File: src/logic/ifl_pkg.sv
// Package: register map, field positions and reset values of the interrupt flag block
package ifl_pkg;
    localparam int IFL_ADDR_W = 4;
    localparam int IFL_DATA_W = 32;
    // Register byte offsets on the Wishbone slave
    localparam logic [IFL_ADDR_W-1:0] IFL_EVCTL_OFS = 4'h0;  // event_control_register
    localparam logic [IFL_ADDR_W-1:0] IFL_OPT_OFS = 4'h4;    // edge polarity and power-down
    localparam logic [IFL_ADDR_W-1:0] IFL_STAT_OFS = 4'h8;   // live pins, timer count and pending status
    // Event control register fields
    localparam int IFL_PORT_FLAG_BIT = 0;
    localparam int IFL_EXT_FLAG_BIT = 1;
    localparam int IFL_TMR_FLAG_BIT = 2;
    localparam int IFL_PORT_EN_BIT = 3;
    localparam int IFL_EXT_EN_BIT = 4;
    localparam int IFL_TMR_EN_BIT = 5;
    localparam int IFL_GLOBAL_EN_BIT = 7;
    // Option register fields
    localparam int IFL_EDGE_SEL_BIT = 6;
    localparam int IFL_SLEEP_BIT = 0;
    // Reset values, timer limits and unmapped read value
    localparam logic [7:0] IFL_EVCTL_RST = 8'h00;
    localparam logic IFL_EDGE_SEL_RST = 1'b1;
    localparam logic [7:0] IFL_TMR_MAX = 8'hff;
    localparam logic [7:0] IFL_TMR_ZERO = 8'h00;
    localparam logic [31:0] IFL_UNMAPPED_RD = 32'h0000_0000;
    typedef enum logic [1:0] {
        IFL_RUN = 2'b00,
        IFL_SLEEP = 2'b01,
        IFL_WAKE = 2'b10
    } ifl_pwr_t;
endpackage

File: src/logic/ifl_evt_if.sv
// Interface: detected pin and timer events passed from the detector to the register core
`timescale 1ns/1ps
interface ifl_evt_if;
    logic ext_edge;
    logic port_change;
    logic timer_wrap;
    logic [7:0] timer_count;
    modport det (output ext_edge, output port_change, output timer_wrap, output timer_count);
    modport core (input ext_edge, input port_change, input timer_wrap, input timer_count);
endinterface

File: src/logic/ifl_core.sv
// Interrupt flag logic: event flags, enables, wake-up and Wishbone register slave
//
// The implementer's own choices: the register offsets and the Wishbone register port.
`timescale 1ns/1ps
module ifl_core
    import ifl_pkg::*;
(
    input wire logic clock,                 // Instruction-cycle clock
    input wire logic srst,                  // Synchronous reset, active high
    input wire logic wb_cyc_i,              // Wishbone cycle
    input wire logic wb_stb_i,              // Wishbone strobe
    input wire logic wb_we_i,               // Wishbone write enable
    input wire logic [IFL_ADDR_W-1:0] wb_adr_i, // Wishbone byte address
    input wire logic [3:0] wb_sel_i,        // Wishbone byte selects
    input wire logic [IFL_DATA_W-1:0] wb_dat_i, // Wishbone write data
    output logic [IFL_DATA_W-1:0] wb_dat_o, // Wishbone read data
    output logic wb_ack_o,                  // Wishbone acknowledge
    input wire logic ext_event_pin,         // External event pin
    input wire logic [3:0] upper_nibble_port_pins, // Port bits 7 to 4
    input wire logic timer_tick,            // Timer advance pulse
    input wire logic vector_taken,          // Core entered the vector, clears global enable while running (ignored in sleep and wake)
    output logic irq_request,               // Interrupt request to the core
    output logic sleeping,                  // Core held in power-down
    output logic wake_pulse,                // One-cycle wake from power-down
    output logic wake_to_vector             // With wake_pulse: branch to vector
);
    typedef struct packed {
        logic [7:0] evctl;
        logic edge_sel;
        ifl_pwr_t pwr;
        logic ext_en_at_sleep;
        logic ack;
        logic [IFL_DATA_W-1:0] rdat;
        logic wake;
        logic wake_vec;
    } ifl_core_t;
    ifl_core_t s_q;
    ifl_core_t s_d;
    ifl_evt_if evt ();
    logic wr_hit;
    logic rd_hit;
    logic [7:0] wr_byte;
    logic pend_ext;
    logic pend_tmr;
    logic pend_port;
    logic any_pend;
    logic ext_wake;
    ifl_event_detect u_detect (
        .clock(clock),
        .srst(srst),
        .ext_event_pin(ext_event_pin),
        .upper_nibble_port_pins(upper_nibble_port_pins),
        .edge_polarity_select(s_q.edge_sel),
        .timer_tick(timer_tick),
        .evt(evt.det)
    );
    assign wr_hit = wb_cyc_i & wb_stb_i & wb_we_i & ~s_q.ack & wb_sel_i[0];
    assign rd_hit = wb_cyc_i & wb_stb_i & ~wb_we_i & ~s_q.ack;
    assign wr_byte = wb_dat_i[7:0];
    assign pend_ext = s_q.evctl[IFL_EXT_FLAG_BIT] & s_q.evctl[IFL_EXT_EN_BIT];
    assign pend_tmr = s_q.evctl[IFL_TMR_FLAG_BIT] & s_q.evctl[IFL_TMR_EN_BIT];
    assign pend_port = s_q.evctl[IFL_PORT_FLAG_BIT] & s_q.evctl[IFL_PORT_EN_BIT];
    assign any_pend = pend_ext | pend_tmr | pend_port;
    // Wake uses the enable latched on entry, so enabling it late while asleep has no effect
    assign ext_wake = s_q.ext_en_at_sleep & s_q.evctl[IFL_EXT_FLAG_BIT];
    always_comb
    begin
        s_d = s_q;
        s_d.ack = 1'b0;
        s_d.wake = 1'b0;
        s_d.wake_vec = 1'b0;
        if (wr_hit)
        begin
            if (wb_adr_i == IFL_EVCTL_OFS)
            begin
                s_d.evctl = wr_byte;
            end
            else if (wb_adr_i == IFL_OPT_OFS)
            begin
                s_d.edge_sel = wr_byte[IFL_EDGE_SEL_BIT];
                if (wr_byte[IFL_SLEEP_BIT] && s_q.pwr == IFL_RUN)
                begin
                    s_d.pwr = IFL_SLEEP;
                    s_d.ext_en_at_sleep = s_q.evctl[IFL_EXT_EN_BIT];
                end
            end
        end
        if (wb_cyc_i && wb_stb_i && !s_q.ack)
        begin
            s_d.ack = 1'b1;
        end
        if (rd_hit)
        begin
            if (wb_adr_i == IFL_EVCTL_OFS)
            begin
                s_d.rdat = {24'h000000, s_q.evctl};
            end
            else if (wb_adr_i == IFL_OPT_OFS)
            begin
                s_d.rdat = {25'h0, s_q.edge_sel, 5'h00, s_q.pwr == IFL_SLEEP};
            end
            else if (wb_adr_i == IFL_STAT_OFS)
            begin
                s_d.rdat = {16'h0000, evt.timer_count, any_pend, 2'h0,
                            upper_nibble_port_pins, ext_event_pin};
            end
            else
            begin
                s_d.rdat = IFL_UNMAPPED_RD;
            end
        end
        // Hardware set wins over a same-cycle software clear
        if (evt.ext_edge)
        begin
            s_d.evctl[IFL_EXT_FLAG_BIT] = 1'b1;
        end
        if (evt.timer_wrap)
        begin
            s_d.evctl[IFL_TMR_FLAG_BIT] = 1'b1;
        end
        if (evt.port_change)
        begin
            s_d.evctl[IFL_PORT_FLAG_BIT] = 1'b1;
        end
        if (vector_taken && s_q.pwr == IFL_RUN)
        begin
            s_d.evctl[IFL_GLOBAL_EN_BIT] = 1'b0;
        end
        case (s_q.pwr)
            IFL_SLEEP:
            begin
                if (ext_wake)
                begin
                    s_d.pwr = IFL_WAKE;
                end
            end
            IFL_WAKE:
            begin
                s_d.pwr = IFL_RUN;
                s_d.wake = 1'b1;
                s_d.wake_vec = s_q.evctl[IFL_GLOBAL_EN_BIT];
            end
            default:
            begin
            end
        endcase
    end
    always_ff @(posedge clock)
    begin
        if (srst)
        begin
            s_q.evctl <= IFL_EVCTL_RST;
            s_q.edge_sel <= IFL_EDGE_SEL_RST;
            s_q.pwr <= IFL_RUN;
            s_q.ext_en_at_sleep <= 1'b0;
            s_q.ack <= 1'b0;
            s_q.rdat <= '0;
            s_q.wake <= 1'b0;
            s_q.wake_vec <= 1'b0;
        end
        else
        begin
            s_q <= s_d;
        end
    end
    assign wb_ack_o = s_q.ack;
    assign wb_dat_o = s_q.rdat;
    // Request is held off while asleep; wake_to_vector carries the branch decision instead
    assign irq_request = s_q.evctl[IFL_GLOBAL_EN_BIT] & any_pend & (s_q.pwr == IFL_RUN);
    assign sleeping = (s_q.pwr != IFL_RUN);
    assign wake_pulse = s_q.wake;
    assign wake_to_vector = s_q.wake_vec;

    a_ext_flag_set: assert property (@(posedge clock) disable iff (srst)
        evt.ext_edge |=> s_q.evctl[IFL_EXT_FLAG_BIT])
        else $error("external flag not set");
    a_ext_mask: assert property (@(posedge clock) disable iff (srst)
        !s_q.evctl[IFL_EXT_EN_BIT] && !pend_tmr && !pend_port |-> !irq_request)
        else $error("masked external event raised request");
    a_flag_sticky: assert property (@(posedge clock) disable iff (srst)
        s_q.evctl[IFL_EXT_FLAG_BIT] && !(wr_hit && wb_adr_i == IFL_EVCTL_OFS)
            |=> s_q.evctl[IFL_EXT_FLAG_BIT])
        else $error("external flag dropped without write");
    a_wake_gate: assert property (@(posedge clock) disable iff (srst)
        s_q.pwr == IFL_SLEEP && !s_q.ext_en_at_sleep |=> s_q.pwr != IFL_WAKE)
        else $error("wake without prior enable");
    a_wake_vector: assert property (@(posedge clock) disable iff (srst)
        s_q.pwr == IFL_WAKE |=> wake_pulse
            && (wake_to_vector == $past(s_q.evctl[IFL_GLOBAL_EN_BIT])))
        else $error("wake vector decision wrong");
    a_tmr_flag: assert property (@(posedge clock) disable iff (srst)
        evt.timer_wrap |=> s_q.evctl[IFL_TMR_FLAG_BIT])
        else $error("timer flag not set");
    a_tmr_mask: assert property (@(posedge clock) disable iff (srst)
        pend_tmr && s_q.evctl[IFL_GLOBAL_EN_BIT] && s_q.pwr == IFL_RUN |-> irq_request)
        else $error("timer request missing");
    a_port_flag: assert property (@(posedge clock) disable iff (srst)
        evt.port_change |=> s_q.evctl[IFL_PORT_FLAG_BIT])
        else $error("port flag not set");
    a_port_mask: assert property (@(posedge clock) disable iff (srst)
        irq_request |-> pend_ext || pend_tmr || (s_q.evctl[0] && s_q.evctl[3]))
        else $error("request with no enabled flag");
    a_global_gate: assert property (@(posedge clock) disable iff (srst)
        !s_q.evctl[IFL_GLOBAL_EN_BIT] |-> !irq_request)
        else $error("request with global enable clear");
    c_ext_irq: cover property (@(posedge clock) disable iff (srst)
        evt.ext_edge ##1 irq_request);
    c_tmr_wrap: cover property (@(posedge clock) disable iff (srst) evt.timer_wrap);
    c_wake_vec: cover property (@(posedge clock) disable iff (srst) wake_pulse && wake_to_vector);
    c_wake_plain: cover property (@(posedge clock) disable iff (srst)
        wake_pulse && !wake_to_vector);
endmodule

File: src/logic/ifl_event_detect.sv
// Edge, port-change and timer-wrap detection for the interrupt flag block
`timescale 1ns/1ps
module ifl_event_detect
    import ifl_pkg::*;
(
    input wire logic clock,          // Instruction-cycle clock
    input wire logic srst,           // Synchronous reset, active high
    input wire logic ext_event_pin,  // External event pin
    input wire logic [3:0] upper_nibble_port_pins, // Port bits 7 to 4
    input wire logic edge_polarity_select, // 1 rising, 0 falling
    input wire logic timer_tick,     // Advances the eight_bit_timer
    ifl_evt_if.det evt               // Detected events
);
    typedef struct packed {
        logic pin;
        logic [3:0] port;
        logic [7:0] tmr;
        logic prime;
    } ifl_det_t;
    ifl_det_t s_q;
    ifl_det_t s_d;
    always_comb
    begin
        s_d = s_q;
        s_d.pin = ext_event_pin;
        s_d.port = upper_nibble_port_pins;
        s_d.prime = 1'b1;
        if (timer_tick)
        begin
            s_d.tmr = s_q.tmr + 8'h01;
        end
    end
    always_ff @(posedge clock)
    begin
        if (srst)
        begin
            s_q <= '0;
        end
        else
        begin
            s_q <= s_d;
        end
    end
    // Inputs are one instruction cycle wide at least, so one sample per cycle catches them
    assign evt.ext_edge = s_q.prime & (edge_polarity_select ? (ext_event_pin & ~s_q.pin)
                                                            : (~ext_event_pin & s_q.pin));
    assign evt.port_change = s_q.prime & (upper_nibble_port_pins != s_q.port);
    assign evt.timer_wrap = timer_tick & (s_q.tmr == IFL_TMR_MAX);
    assign evt.timer_count = s_q.tmr;
    a_edge_rise: assert property (@(posedge clock) disable iff (srst)
        (s_q.prime && edge_polarity_select && ext_event_pin && !$past(ext_event_pin)
            && !$past(srst)) |-> evt.ext_edge)
        else $error("rising edge missed");
    a_wrap_zero: assert property (@(posedge clock) disable iff (srst)
        evt.timer_wrap |=> (s_q.tmr == IFL_TMR_ZERO))
        else $error("timer wrap not to zero");
endmodule

File: config.mk
export PLATFORM = sky130hd
export DESIGN_NAME = ifl_core
export DESIGN_NICKNAME = d
export VERILOG_FILES = /design/src/logic/ifl_pkg.sv /design/src/logic/ifl_evt_if.sv /design/src/logic/ifl_core.sv /design/src/logic/ifl_event_detect.sv
export SDC_FILE = /design/constraint.sdc
export NUM_CORES = 1
export LEC_CHECK = 0
export ABC_CLOCK_PERIOD_IN_PS = 2750
export BUFFER_PORTS_ARGS = -buffer_cell sky130_fd_sc_hd__buf_2
export CAP_MARGIN = 5
export CELL_PAD_IN_SITES_DETAIL_PLACEMENT = 1
export CELL_PAD_IN_SITES_GLOBAL_PLACEMENT = 1
export CORE_AREA = 2 2 83 85
export CTS_CLUSTER_SIZE = 10
export DETAILED_ROUTE_END_ITERATION = 16
export DIE_AREA = 0 0 85 87
export PLACE_DENSITY_LB_ADDON = 0.3
export SYNTH_ARGS = -nofsm -noshare
export SYNTH_HDL_FRONTEND = slang
export SYNTH_SLANG_ARGS = --single-unit
File: constraint.sdc
create_clock -name clock -period 2.75 [get_ports clock]
set_clock_uncertainty 0.2 [all_clocks]
set_input_delay 0.1375 -clock clock [delete_from_list [all_inputs] [get_ports clock]]
set_output_delay 0.1375 -clock clock [all_outputs]
set_load 0.05 [all_outputs]
==> results.sh, run 1 <==
export IMPL_cts_setup_buffers=0
export IMPL_cts_tree="yes"
export IMPL_dr_pass1_iters=4
export IMPL_routed_wl_microns=5108
export IMPL_root_buffer="clkbuf_8"
export IMPL_synthTopCellsByArea="dfxtp_1 (42%), buf_4 (11%), mux2i_1 (5.1%), nor2_1 (4.4%), a22oi_1 (3.2%)"
export IMPL_hold_slack_ns=0.01795
export IMPL_grt_overflow=0
export IMPL_required_ns=2.74
export IMPL_finalMaxSlewViolations=0
export IMPL_rsz0062_at_grt="no"
export IMPL_synth_top_area_frac=0.4213
export IMPL_yosys_register_bits=45
export IMPL_path_clk_slew_ns=0.09
export IMPL_final_period_minus_worst_setup_slack_ns=2.274
export IMPL_hold_viol=0
export IMPL_clock_latency_ns=0.29
export IMPL_endpoint_kind="flip-flop"
export IMPL_seq_area_frac_synth=0.4213
export IMPL_synth_most_common_cell="dfxtp_1"
export IMPL_syn_area_sq_um=2138
export IMPL_nets=335
export IMPL_setup_viol=0
export IMPL_yosys_top_cells_count="dfxtp_1 (45), buf_4 (32), nor2_1 (25)"
export IMPL_port_buffers=45
export IMPL_pin_count=89
export IMPL_hold_class="input pin to flip-flop"
export IMPL_avgSynthCellArea_sq_um=9.138
export IMPL_async_flop_share=0
export IMPL_yosysUniqueCellTypes=39
export IMPL_die_area_sq_um=7395
export IMPL_wl_per_cell_microns=14.19
export IMPL_met2_usage=0.2521
export IMPL_peakVddDrop_mv=0.2473
export IMPL_synthFlopType="dfxtp_1"
export IMPL_die_width_microns=85
export IMPL_n_fill_cell=758
export IMPL_rows=30
export IMPL_power_density_nw_per_um2=501.4
export IMPL_use_met1=0.1683
export IMPL_final_area_sq_um=2521
export IMPL_cp_max_fo=8
export IMPL_start_kind="flip-flop"
export IMPL_drive_gt1_frac=0.2393
export IMPL_grt_max_degree=23
export IMPL_grt_pass1_vias=1624
export IMPL_placed_cell_area_sq_um=2275
export IMPL_arrival_ns=2.26
export IMPL_busiest_layer="met2"
export IMPL_die_h_microns=87
export IMPL_antenna_found_initial=0
export IMPL_power_leakage_nw=1.060
export IMPL_grt_pass1_wl_microns=8093
export IMPL_clockBufferDepth=2
export IMPL_synth_edff_count=0
export IMPL_drt_iter0_drc=56
export IMPL_hpwlAfterDp_microns=3798
export IMPL_synth_top_cell_by_area="dfxtp_1"
export IMPL_crit_type="flip-flop to flip-flop"
export IMPL_drv_cap=0
export IMPL_fin_tns_setup_ns=0
export IMPL_start_util=0.3255
export IMPL_gp_congestion=0.7507
export IMPL_status="finished, final reports clean"
export IMPL_core_sq_um=6569
export IMPL_layout_area_overhead_vs_synth_pct=17.91
export IMPL_num_vias=1710
export IMPL_track_usage=0.1411
export IMPL_syn_inst=234
export IMPL_fin_crit_sh=0.8268
export IMPL_cts_sinks=45
export IMPL_fmax_ghz=0.4398
export IMPL_diodes=0
export IMPL_cts_buffers=5
export IMPL_fin_cells=360
export IMPL_reg2reg_slack_ns=0.48
export IMPL_grtUsageMet3=0.03223
export IMPL_dp_cells=337
export IMPL_final_antenna_net_count=0
export IMPL_via_per_inst=4.750
export IMPL_synth_warnings=0
export IMPL_final_util=0.3838
export IMPL_drc=0
export IMPL_htree_levels=2
## cell type report
| cell class | count | area (sq um) | share of cell area |
|---|---|---|---|
| Clock buffer | 6 | 82.58 | 0.03275 |
| Clock inverter | 2 | 13.76 | 0.005459 |
| Inverter | 6 | 22.52 | 0.008933 |
| Multi-Input combinational cell | 157 | 996.0 | 0.3950 |
| Sequential cell | 45 | 900.9 | 0.3573 |
| Tap cell | 80 | 100.1 | 0.03970 |
| Timing Repair Buffer | 64 | 405.4 | 0.1608 |
## worst max-delay path, stage by stage, from the launching register on
cell           delay (ns)
dfxtp_1              0.34
nand3b_1             0.25
nor4_4               0.29
buf_4                0.25
mux2i_1              0.23
a211oi_2             0.05
dlygate4sd3_1        0.57
## placed cells by master, fill, tap and decap left out, types with 4 or more instances in the layout
cell type,instances
dlygate4sd3_1,15
dfxtp_1,45
nor2_1,25
xnor2_1,5
a22oi_1,9
mux2_2,4
nor2b_1,6
conb_1,16
ha_1,4
buf_4,4
buf_2,45
clkbuf_8,6
nand2_1,16
nand4_1,7
inv_1,6
a21oi_1,12
mux2i_1,11
nand3_1,7
nor3_1,4
xor2_1,4
o21ai_0,4
## registers in the layout, summed over array words and instances, names as in the netlist
| name | count |
|---|---|
| wb_dat_o | 16 |
| s_q | 12 |
| u_detect.evt.timer_count | 8 |
| u_detect.s_q | 6 |
| wake_pulse | 1 |
| wake_to_vector | 1 |
| wb_ack_o | 1 |
## power by group
| group | switching [mW] | internal [mW] |
|---|---|---|
| sequential | 0.00912 | 0.663 |
| combinational | 0.105 | 0.0534 |
| clock | 0.229 | 0.204 |
| total | 0.344 | 0.920 |
## logic make-up (layout without fill, tap and decap cells)
kind of cell | count (synthesis) | in the layout | synth area share
XOR/XNOR | 9 | 9 | 0.03686
AND/OR/NAND/NOR | 80 | 80 | 0.2007
AO/OA/AOI/OAI | 32 | 32 | 0.09713
flip-flops | 45 | 45 | 0.4213
buffers and inverters | 47 | 78 | 0.1393
other | 1 | 16 | 0.001754
multiplexers | 16 | 16 | 0.07958
adder cells (fa/ha/maj) | 4 | 4 | 0.02341
## worst paths after layout
kind | endpoint | cells past startpoint | startpoint
setup / recovery | s_q[46] | 6 | wb_ack_o
hold / removal | wb_dat_o[5] | 4 | wb_adr_i[0]
setup reg to reg | s_q[46] | 6 | wb_ack_o
hold reg to reg | wb_dat_o[4] | 2 | wb_dat_o[4]
## per-layer routing
layer / vias up / routed length [microns] / share of wire
met1: 827 / 2298 / 0.45
met4: 0 / 49 / 0.0096
li1: 840 / - / -
met5: - / 0 / 0
met2: 38 / 2534 / 0.50
met3: 5 / 225 / 0.044
## timing repair
item | in CTS | in global routing
endpoints found under the setup margin | 0 | 0
hold endpoints to repair | 16 | 0
resized for setup | 0 | 0
hold buffers | 15 | 0
## through the flow
step                setup WS, ns  power (mW)
detailed placement        0.7953      0.8325
floorplan                 0.5735      0.8070
global placement          0.8154      0.8308
CTS                       0.4464       1.285
global route              0.3750       1.323
finish                    0.4763       1.264
No activity file was read; power rests on OpenSTA's default activity.
==> inputs of run 2 (changes only) <==
- ABC_AREA: unset -> 1
- ABC_CLOCK_PERIOD_IN_PS: 2750 -> 1950
- CORE_AREA: 2 2 83 85 -> 2 2 91 93
- DIE_AREA: 0 0 85 87 -> 0 0 93 95
- clock period: 2.75 -> 1.95 ns (I/O delays scaled with it)
==> results.sh, run 2 <==
export IMPL_die_width_microns=93
export IMPL_finalPower_mw=2.077
export IMPL_drc=0
export IMPL_grt_max_degree=20
export IMPL_via_per_inst=4.306
export IMPL_routed_wl_microns=5709
export IMPL_final_period_minus_worst_setup_slack_ns=1.802
export IMPL_synthAdderAreaFrac=0.02163
export IMPL_cp_top_family="buffers and inverters"
export IMPL_htree_levels=2
export IMPL_cts_sinks=45
export IMPL_endpoint_kind="flip-flop"
export IMPL_cp_slowest_cell="dlygate4sd3_1"
export IMPL_grt_pass1_vias=2009
export IMPL_synth_top_cell_by_area="dfxtp_1"
export IMPL_grt_overflow=0
export IMPL_synthFlopType="dfxtp_1"
export IMPL_power_leakage_nw=1.329
export IMPL_crit_chain="inv_1, nand3_4, nor2_8, nand2_8, inv_6, o21ai_1, nor2_1, dlygate4sd3_1"
export IMPL_layout_common_cells="nand2_1 (60), buf_2 (45), dfxtp_1 (45)"
export IMPL_nets=427
export IMPL_synth_xor_area_frac=0
export IMPL_n_fill_cell=1018
export IMPL_arrival_ns=1.84
export IMPL_drt_iter0_drc=64
export IMPL_required_ns=1.99
export IMPL_clockBufferDepth=2
export IMPL_final_antenna_net_count=0
export IMPL_synthTopCellsByArea="dfxtp_1 (39%), buf_4 (11%), nand2_1 (9.7%), nor2_1 (6.5%), nand3_1 (5.8%)"
export IMPL_yosys_top_cells_count="nand2_1 (60), dfxtp_1 (45), nor2_1 (40)"
export IMPL_yosys_area_share_simple=0.2910
export IMPL_crit_buf_inv=3
export IMPL_synth_edff_count=0
export IMPL_hold_viol=0
export IMPL_die_area_sq_um=8835
export IMPL_synth_most_common_cell="nand2_1"
export IMPL_crit_type="flip-flop to flip-flop"
export IMPL_yosys_register_bits=45
export IMPL_port_buffers=45
export IMPL_clock_latency_ns=0.30
export IMPL_pin_count=89
export IMPL_fin_crit_sh=0.9241
export IMPL_track_usage=0.1397
export IMPL_cts_buffers=5
export IMPL_async_flop_share=0
export IMPL_wl_per_cell_microns=11.97
export IMPL_finalMaxSlewViolations=0
export IMPL_cts_tree="yes"
export IMPL_largest_reg_flops=16
export IMPL_rows=33
export IMPL_status="finished, final reports clean"
export IMPL_final_common_cell="nand2_1"
export IMPL_hpwlAfterDp_microns=4195
export IMPL_diodes=0
export IMPL_start_kind="flip-flop"
export IMPL_syn_inst=318
export IMPL_drive_gt1_frac=0.2016
export IMPL_setup_viol=0
export IMPL_syn_area_sq_um=2313
export IMPL_synth_top_family_by_area="simple AND/OR/NAND/NOR gates"
export IMPL_root_buffer="clkbuf_8"
export IMPL_slowest_delay_ns=0.54
export IMPL_path_clk_slew_ns=0.09
export IMPL_die_h_microns=95
export IMPL_synth_compound_area_frac=0.09843
export IMPL_synth_top_area_frac=0.3894
export IMPL_start_util=0.2918
export IMPL_num_vias=2054
export IMPL_fin_tns_setup_ns=0
export IMPL_avgSynthCellArea_sq_um=7.275
export IMPL_hold_slack_ns=0.03693
export IMPL_muxShareOfSynthArea=0
export IMPL_core_sq_um=7928
export IMPL_antenna_found_initial=0
export IMPL_power_density_nw_per_um2=736.6
export IMPL_drv_cap=0
export IMPL_fmax_ghz=0.5549
export IMPL_hold_class="input pin to flip-flop"
export IMPL_dr_pass1_iters=4
export IMPL_rsz0062_at_grt="no"
export IMPL_yosysUniqueCellTypes=31
export IMPL_cp_max_fo=9
export IMPL_synth_warnings=0
export IMPL_gp_congestion=0.7700
export IMPL_peakVddDrop_mv=0.3071
export IMPL_layout_area_overhead_vs_synth_pct=21.90
export IMPL_grt_pass1_wl_microns=9680
export IMPL_seq_area_frac_synth=0.3894
## run 2: changes by cell type after synthesis, sizes merged, moves of 11 or more
cell | before | now
nand2 | 16 | 64
inv | 6 | 36
nand3 | 7 | 28
nor2 | 25 | 45
a21oi | 12 | 24
o21ai | 5 | 17
mux2i | 11 | 0
## run 2: where the power goes
part,leakage [nW],switching [mW],total (mW),internal (mW)
registers,0.366,0.0147,0.954,0.939
clock network,0.0681,0.331,0.840,0.509
logic,0.895,0.195,0.283,0.0884
## run 2: cell families (layout without fill, tap and decap cells)
group,after synthesis,in the layout
buf+inv,79,118
fa+ha+maj,4,4
compound gates,43,43
flops,45,45
simple gates,146,146
other cells,1,16
## run 2: through the flow
step           setup slack, ns  instance area (sq um)  std cells  utilization
5_1_grt                0.02396                   2820        477       0.3557
6_report                0.1480                   2820        477       0.3557
2_1_floorplan           0.3820                   2370        333            -
3_5_place_dp            0.3628                   2429        444       0.3063
3_3_place_gp            0.3965                   2429        444       0.3063
4_1_cts                0.02665                   2793        475       0.3523
## run 2: path summary, 6_finish.rpt
path	slack, ns	startpoint	to	cells after the start
worst max register to register	0.15	wb_ack_o	s_q[46]	8
worst min register to register	0.26	wb_dat_o[8]	wb_dat_o[8]	2
worst min-delay path	0.04	wb_adr_i[2]	s_q[38]	6
worst max-delay path	0.15	wb_ack_o	s_q[46]	8
## run 2: repair_timing
action,in CTS,in global routing
hold buffers,23,0
hold endpoints to repair,27,0
setup buffers,0,2
setup endpoints to repair,0,1
gates resized for setup,0,3
## run 2: cell type report
type	count	area, sq um	area share
Tap cell	105	131.4	0.04658
Clock inverter	3	65.06	0.02307
Sequential cell	45	900.9	0.3194
Timing Repair Buffer	72	485.5	0.1721
Multi-Input combinational cell	209	1020	0.3616
Inverter	38	148.9	0.05280
Clock buffer	5	68.82	0.02440
## run 2: worst reg2reg max path, stage by stage (launching register included)
cell and delay, ns:
dfxtp_1 0.32, inv_1 0.09, nand3_4 0.11, nor2_8 0.17, nand2_8 0.10, inv_6 0.10
o21ai_1 0.06, nor2_1 0.08, dlygate4sd3_1 0.54
## run 2: metal layers
layer  global-route usage  vias up  part of all wire
met4              0.04044        0             0.012
met5                    0        -                 0
li1                     -     1055                 -
met3              0.02394        5             0.034
met1               0.1829      953              0.48
met2               0.2367       41              0.48
==> inputs of run 3 (changes only) <==
- ABC_AREA: 1 -> 0
- CORE_AREA: 2 2 91 93 -> 2 2 87 89
- DIE_AREA: 0 0 93 95 -> 0 0 89 91
- PLACE_DENSITY: unset -> 0.84
- PLACE_DENSITY_LB_ADDON: 0.3 -> unset
==> results.sh, run 3 (same netlist as run 1, synthesis figures left out) <==
export IMPL_start_kind="flip-flop"
export IMPL_status="finished, final reports clean"
export IMPL_antenna_found_initial=0
export IMPL_hpwlAfterDp_microns=3850
export IMPL_htree_levels=2
export IMPL_grt_max_degree=24
export IMPL_cts_sinks=45
export IMPL_power_density_nw_per_um2=735.0
export IMPL_required_ns=1.65
export IMPL_crit_type="flip-flop to output port"
export IMPL_diodes=0
export IMPL_n_fill_cell=879
export IMPL_fin_crit_sh=0.9042
export IMPL_largest_reg_flops=16
export IMPL_cts_resized=0
export IMPL_final_common_cell="buf_2"
export IMPL_routed_wl_microns=5313
export IMPL_layout_area_overhead_vs_synth_pct=22.12
export IMPL_rsz0062_at_grt="no"
export IMPL_root_buffer="clkbuf_8"
export IMPL_fmax_ghz=0.5672
export IMPL_cts_tree="yes"
export IMPL_track_usage=0.1331
export IMPL_gp_congestion=0.7996
export IMPL_drive_gt1_frac=0.2421
export IMPL_fin_tns_setup_ns=0
export IMPL_start_util=0.2996
export IMPL_port_buffers=45
export IMPL_peakVddDrop_mv=0.2652
export IMPL_hold_class="input pin to flip-flop"
export IMPL_drc=0
export IMPL_final_util=0.3659
export IMPL_fin_cells=384
export IMPL_endpoint_kind="output port"
export IMPL_final_area_sq_um=2611
export IMPL_core_sq_um=7137
export IMPL_nets=340
export IMPL_die_width_microns=89
export IMPL_wl_per_cell_microns=13.84
export IMPL_grt_overflow=0
export IMPL_pin_count=89
export IMPL_finalMaxSlewViolations=0
export IMPL_worst_slack_ns=0.1868
export IMPL_rows=31
export IMPL_setup_viol=0
export IMPL_dr_pass1_iters=4
export IMPL_path_clk_slew_ns=0.09
export IMPL_die_h_microns=91
export IMPL_grt_pass1_wl_microns=8418
export IMPL_layout_common_cells="buf_2 (45), dfxtp_1 (44), nor2_1 (25)"
export IMPL_via_per_inst=4.591
export IMPL_dp_cells=358
export IMPL_final_antenna_net_count=0
export IMPL_drv_cap=0
export IMPL_arrival_ns=1.47
export IMPL_clockBufferDepth=2
export IMPL_cp_max_fo=4
export IMPL_die_area_sq_um=8099
export IMPL_hold_viol=0
export IMPL_place_ws_ns=0.1149
export IMPL_placed_cell_area_sq_um=2315
export IMPL_finalPower_mw=1.919
export IMPL_clock_latency_ns=0.29
export IMPL_drt_iter0_drc=82
export IMPL_hold_slack_ns=0.01768
export IMPL_cts_buffers=5
export IMPL_grt_pass1_vias=1797
export IMPL_num_vias=1763
export IMPL_final_period_minus_worst_setup_slack_ns=1.763
export IMPL_power_leakage_nw=1.085
## run 3: changes by cell type in the layout (fill, tap and decap cells not counted), moves of 8 or more
cell     delta
o21ai_0     -8
a21oi_1    -12
a22oi_1     +9
nand2_1    -44
nor2_1     -15
mux2i_1    +11
inv_1      -28
nand3_1    -20
## run 3: path summary, 6_finish.rpt
kind,startpoint,endpoint,slack (ns),cells after the start
worst min-delay path,wb_stb_i,wb_ack_o,0.02,3
worst max register to register,wb_ack_o,s_q[40],0.27,5
worst min register to register,wb_dat_o[3],wb_dat_o[3],0.26,2
worst max-delay path,s_q[36],irq_request,0.19,5
## run 3: cell type report
| class | instances | area (sq um) | share of cell area |
|---|---|---|---|
| clock buffer | 7 | 86.33 | 0.03306 |
| clock inverter | 1 | 30.03 | 0.01150 |
| inverter | 6 | 22.52 | 0.008625 |
| multi-input combinational | 157 | 996.0 | 0.3814 |
| sequential | 45 | 902.1 | 0.3455 |
| tap | 99 | 123.9 | 0.04744 |
| timing repair buffer | 69 | 450.4 | 0.1725 |
## run 3: timing repair
action                                 in CTS  in global routing
endpoints found under the hold margin      18                  0
hold buffers                               18                  0
setup buffers                               0                  0
setup endpoints to repair                   0                  0
## run 3: critical path: stages, from the launching register on
cell,delay (ns)
dfxtp_1,0.33
inv_1,0.10
ha_1,0.26
nand2_1,0.08
nor2_1,0.13
buf_2,0.28
## run 3: power breakdown
group	total, mW	internal (mW)	switching (mW)
Clock	0.739	0.418	0.320
Sequential	0.948	0.935	0.0133
Combinational	0.232	0.0816	0.151
## run 3: routing by layer
metal	global-route usage	wire length, microns	vias to the layer above
met1	0.1614	2373	855
met4	0.03731	65	0
met5	0	0	-
met2	0.2257	2629	50
met3	0.03909	244	6
li1	-	-	852
